### src/logic/mpu_pkg.sv
// types shared by the protection unit files
// assumes mpu_map.svh for the numeric constants
package mpu_pkg;
  typedef enum logic [2:0] {
    mem_strong_type, mem_device_type, mem_dev_nonshared_type,
    mem_normal_type, mem_reserved_type
  } mem_kind_type;
  typedef enum logic [1:0] {
    pol_noncache_type, pol_wb_alloc_type, pol_wt_type, pol_wb_type
  } cache_pol_type;
  typedef struct packed {
    logic [26:0] base;
    logic        enable;
    logic [4:0]  size;
    logic [7:0]  sub_mask;
    logic        exec_never;
    logic [2:0]  access_permission;
    logic [2:0]  type_extension;
    logic        shareable;
    logic        cacheable;
    logic        bufferable;
  } region_type;
  typedef struct packed {
    logic        hit;
    logic [2:0]  access_permission;
    logic        exec_never;
    logic [2:0]  number;
  } match_type;
endpackage

### src/logic/mpu_attr_decode.sv
// decodes memory type and cache policies of one attribute set
// assumes a purely combinational use by the checker
`timescale 1ns/1ps
module mpu_attr_decode (
  input  wire logic [2:0]            i_type_extension,
  input  wire logic                  i_cacheable,
  input  wire logic                  i_bufferable,
  input  wire logic                  i_shareable,
  output mpu_pkg::mem_kind_type      o_kind,
  output logic                       o_shared,
  output mpu_pkg::cache_pol_type     o_inner,
  output mpu_pkg::cache_pol_type     o_outer
);
  function automatic mpu_pkg::cache_pol_type pol(input logic [1:0] c);
    pol = mpu_pkg::cache_pol_type'(c);
  endfunction
  always_comb begin
    o_kind   = mpu_pkg::mem_reserved_type;
    o_shared = 1'b1;
    o_inner  = mpu_pkg::pol_noncache_type;
    o_outer  = mpu_pkg::pol_noncache_type;
    case ({i_type_extension, i_cacheable, i_bufferable})
      5'h00: o_kind = mpu_pkg::mem_strong_type;
      5'h01: o_kind = mpu_pkg::mem_device_type;
      5'h02, 5'h03: begin
        o_kind   = mpu_pkg::mem_normal_type;
        o_shared = i_shareable;
        o_inner  = i_bufferable ? pol(2'h1) : pol(2'h2);
        o_outer  = o_inner;
      end
      5'h04: begin
        o_kind   = mpu_pkg::mem_normal_type;
        o_shared = i_shareable;
      end
      5'h07: begin
        o_kind   = mpu_pkg::mem_normal_type;
        o_shared = i_shareable;
        o_inner  = pol(2'h1);
        o_outer  = pol(2'h1);
      end
      5'h08: begin
        o_kind   = mpu_pkg::mem_dev_nonshared_type;
        o_shared = 1'b0;
      end
      default: begin
        if (i_type_extension[2]) begin
          o_kind   = mpu_pkg::mem_normal_type;
          o_shared = i_shareable;
          o_outer  = pol(i_type_extension[1:0]);
          o_inner  = pol({i_cacheable, i_bufferable});
        end
      end
    endcase
  end
endmodule

### config.mk
export PLATFORM = sky130hd
export DESIGN_NAME = mpu_attr_decode
export DESIGN_NICKNAME = d
export VERILOG_FILES = /design/src/logic/mpu_pkg.sv /design/src/logic/mpu_attr_decode.sv
export SDC_FILE = /design/constraint.sdc
export NUM_CORES = 1
export LEC_CHECK = 0
export BUFFER_PORTS_ARGS = -buffer_cell sky130_fd_sc_hd__buf_4
export CAP_MARGIN = 10
export CORE_AREA = 2 2 39 41
export DETAILED_ROUTE_END_ITERATION = 12
export DIE_AREA = 0 0 41 43
export PLACE_DENSITY = 0.48
export SETUP_SLACK_MARGIN = 0.5
export SYNTH_ARGS = -nofsm -noshare
export SYNTH_HDL_FRONTEND = slang
export SYNTH_SLANG_ARGS = --single-unit
### constraint.sdc
create_clock -name vclk -period 0.8
set_input_delay 0.04 -clock vclk [all_inputs]
set_output_delay 0.04 -clock vclk [all_outputs]
set_load 0.03 [all_outputs]
==> impl.org <==
** Worst hold path
- The path class of the tightest hold or removal check is in2out.
- Worst hold start :: i_type_extension[2]

** Power and ir drop
- Static leakage :: 0.2701 nW
- IR drop worst, VDD :: 0.0002588 V
- Summing internal, switching and leakage power gives 0.0003930 W.
- Dividing total power by cell area gives a power density of 655.8 mW/mm^2.

** STA
- Static timing analysis puts the maximum clock frequency at 1177 MHz.
- Worst Slack Setup Final :: -0.04951 ns
- Setup-violating endpoint count in the final report :: 2
- Hold Worst Slack :: 0.4155 ns
- At the pin with the least slew margin, the transition time is 0.2198 ns.
- Worst slew slack as a fraction of its limit :: 0.8530
- The max-slew violation count is 0.
- Final period utilization :: 1.062
- For the finished layout, the period the worst path requires is 0.8495 ns.
- Final hold viol count :: 0
- Setup repair after global routing could not meet its margin everywhere.

** Route
- Detail Route met3 WL :: 46 um
- Length of routed wiring on met1 :: 321 um
- For this block, the routed nets add up to 705 um of wire.
- The count of nets left with antenna violations once routing finished came out at 0.
- Top Metal Used :: met3
- Via total after detailed routing :: 318
- Met2 Wirelength :: 337 um
- Dividing the detail-routed wire length by the instance count gives 10.07 um.
- Number of violations reported at the end of detailed-routing iteration 0 :: 0
- Vias per cell :: 4.543
- DRC :: 0
- For this run, the detailed router's first-pass iteration total came to 1.

** Floorplan
- After floorplanning, the core was sized to cover 0.001384 sq mm.
- Initial Util :: 0.1682
- The floorplan step defined a die boundary enclosing 0.001763 sq mm.
- Boundary pin count :: 14
- After floorplanning, the core was divided into 14 placement rows.
- Die height :: 43 um
- Die X-Extent :: 41 um

** Critical path
- The critical path goes through buf_8, nor2b_4, a221o_2, buf_6.
- STA classifies the critical path startpoint as a primary input.
- The worst setup path is captured at an output pin.
- Among all stages on the critical path, the largest delay is contributed by a221o_2.
- Worst Path Arrival :: 0.81 ns
- Of all nets on the critical path, the largest fanout is 5.
- Kind of critical path :: in2out
- Worst setup path startpoint :: i_cacheable
- At the worst endpoint, the required time is 0.76 ns.
- In this design, the stage delay of the slowest critical-path cell is 0.39 ns.
- Sum of buffers and inverters on the critical path :: 2
- The cell family contributing the most delay on the critical path is compound AO/OA/AOI/OAI gates.

** Synthesis
- The biggest area contributor in the post-synthesis netlist is buf_4.
- Summing every instance area after synthesis gives 232.7 sq um.
- After technology mapping, the gate count stands at 32.
- For this run, the register share of the synthesized area comes to 0.
- Dividing the synthesized area by the synthesized cell count gives 7.273 sq um.
- The Yosys step of the flow raised 0 warnings.
- Unique cell type count in the Yosys netlist :: 19
- When the netlist entered floorplanning its net count stood at 38.
- Main area contributors after synthesis :: buf_4, buf_6, nand2_1
- Top-area cell type share of the netlist area :: 0.09677

** GRT
- The number of antenna violations at the first check in global routing was 0.
- For this run, the total global-route usage over all layers was measured as 0.07393.
- Maximum number of pins on one net before global-route repair :: 12
- The number of global-route vias before repair was 254.
- Global-route wire length before repair :: 1.000 mm
- After global routing the overflow that remains totals 0.

** Layout
- Filler instances :: 131
- Fraction of final layout cells with drive strength greater than 1 :: 0.7963
- Once layout is done, the placed cells without fillers occupy 599.3 sq um.
- Seq. cell area :: 0 sq um
- N_diodes :: 0
- Once layout is complete, the utilization of the core stands at 0.4331.
- Clock buffers in the final layout number 0.
- Seq Cell Count :: 0
- Layout area overhead :: 157.5%
- After the last flow step, the layout net total stands at 62.

** Outcome
- The final reports fail on negative setup slack.
- Status :: finished with violations

** Placement
- Prior to clock tree synthesis, the placed netlist has a worst setup slack of -0.1157 ns.
- Detailed Place HPWL :: 498.4 um
- Once placement finished, the instance area stood at 424.2 sq um.
- The count of buffers added on input and output ports is 14.
- At the end of routability-driven placement, the weighted congestion stood at 0.6140.

** Clock tree
- Hold repair after CTS inserted 0 buffers.

** Flow run
- The tool flagged a number of max-cap violations equal to 0.
-- kinds of logic after synthesis --
logic type	count (synthesis)	synth area share
compound gates	13	0.4409
xor+xnor	2	0.07528
buf+inv	5	0.1935
simple gates	12	0.2903
-- metrics by stage --
step,setup TNS [ns],std cells
4_1_cts,-0.1187,68
6_report,-0.08666,70
3_3_place_gp,-0.4421,66
2_1_floorplan,-0.05725,32
3_5_place_dp,-0.4908,66
5_1_grt,-0.1754,70
-- cell usage in the layout, fill, tap and decap left out --
cell type	netlist	routed
buf_8	0	1
a211oi_2	0	1
nand2b_4	0	1
nand2_2	0	1
o32a_2	0	1
buf_12	0	4
o41ai_4	0	1
o21a_2	0	1
buf_4	3	9
buf_6	2	13
xor2_1	2	2
o21bai_2	0	1
nand2_1	5	4
a21oi_1	2	1
a221o_2	0	1
nand2b_1	2	1
a2bb2oi_2	0	1
nor3_2	0	1
a21o_1	1	1
o21ai_4	0	1
nand3b_1	1	1
nor2b_4	0	2
a21oi_2	0	1
o21a_4	0	1
o21ai_1	2	1
nor2_4	1	1
-- where the power goes --
part,total (W),switching (W),internal (W)
Sequential,0,0,0
Combinational,0.000393,0.000176,0.000217
Clock,0,0,0
-- cell type report --
cell class	count	area, sq um	share of cell area
Multi-Input combinational cell	27	270.3	0.4509
Tap cell	16	20.02	0.03340
Timing Repair Buffer	27	309.0	0.5157
-- worst paths after layout --
| path | to | slack, ns | cells after the start |
|---|---|---|---|
| max | o_kind[1] | -0.05 | 4 |
| min | o_outer[1] | 0.42 | 3 |
-- timing repair --
| action | in CTS | in global routing |
|---|---|---|
| hold endpoints to repair | 0 | 0 |
| buffers inserted | 2 | 2 |
| gates resized for setup | 28 | 8 |
| endpoints found under the setup margin | 8 | 8 |
| pin swaps | 5 | 4 |
| gates cloned | 0 | 0 |
-- synthesized netlist by cell type, drive strengths merged --
| cell | instances |
|---|---|
| a211oi | 1 |
| a21o | 1 |
| a21oi | 2 |
| a221o | 1 |
| a2bb2oi | 1 |
| buf | 5 |
| nand2 | 5 |
| nand2b | 2 |
| nand3b | 1 |
| nor2 | 1 |
| nor2b | 2 |
| nor3 | 1 |
| o21a | 2 |
| o21ai | 2 |
| o21bai | 1 |
| o32a | 1 |
| o41ai | 1 |
| xor2 | 2 |
-- routing by layer --
layer,track usage,vias to the layer above
met4,0,0
met3,0,0
met1,0.09810,147
met5,0,-
li1,-,161
met2,0.1344,10
Power figures use the tool's default switching activity.
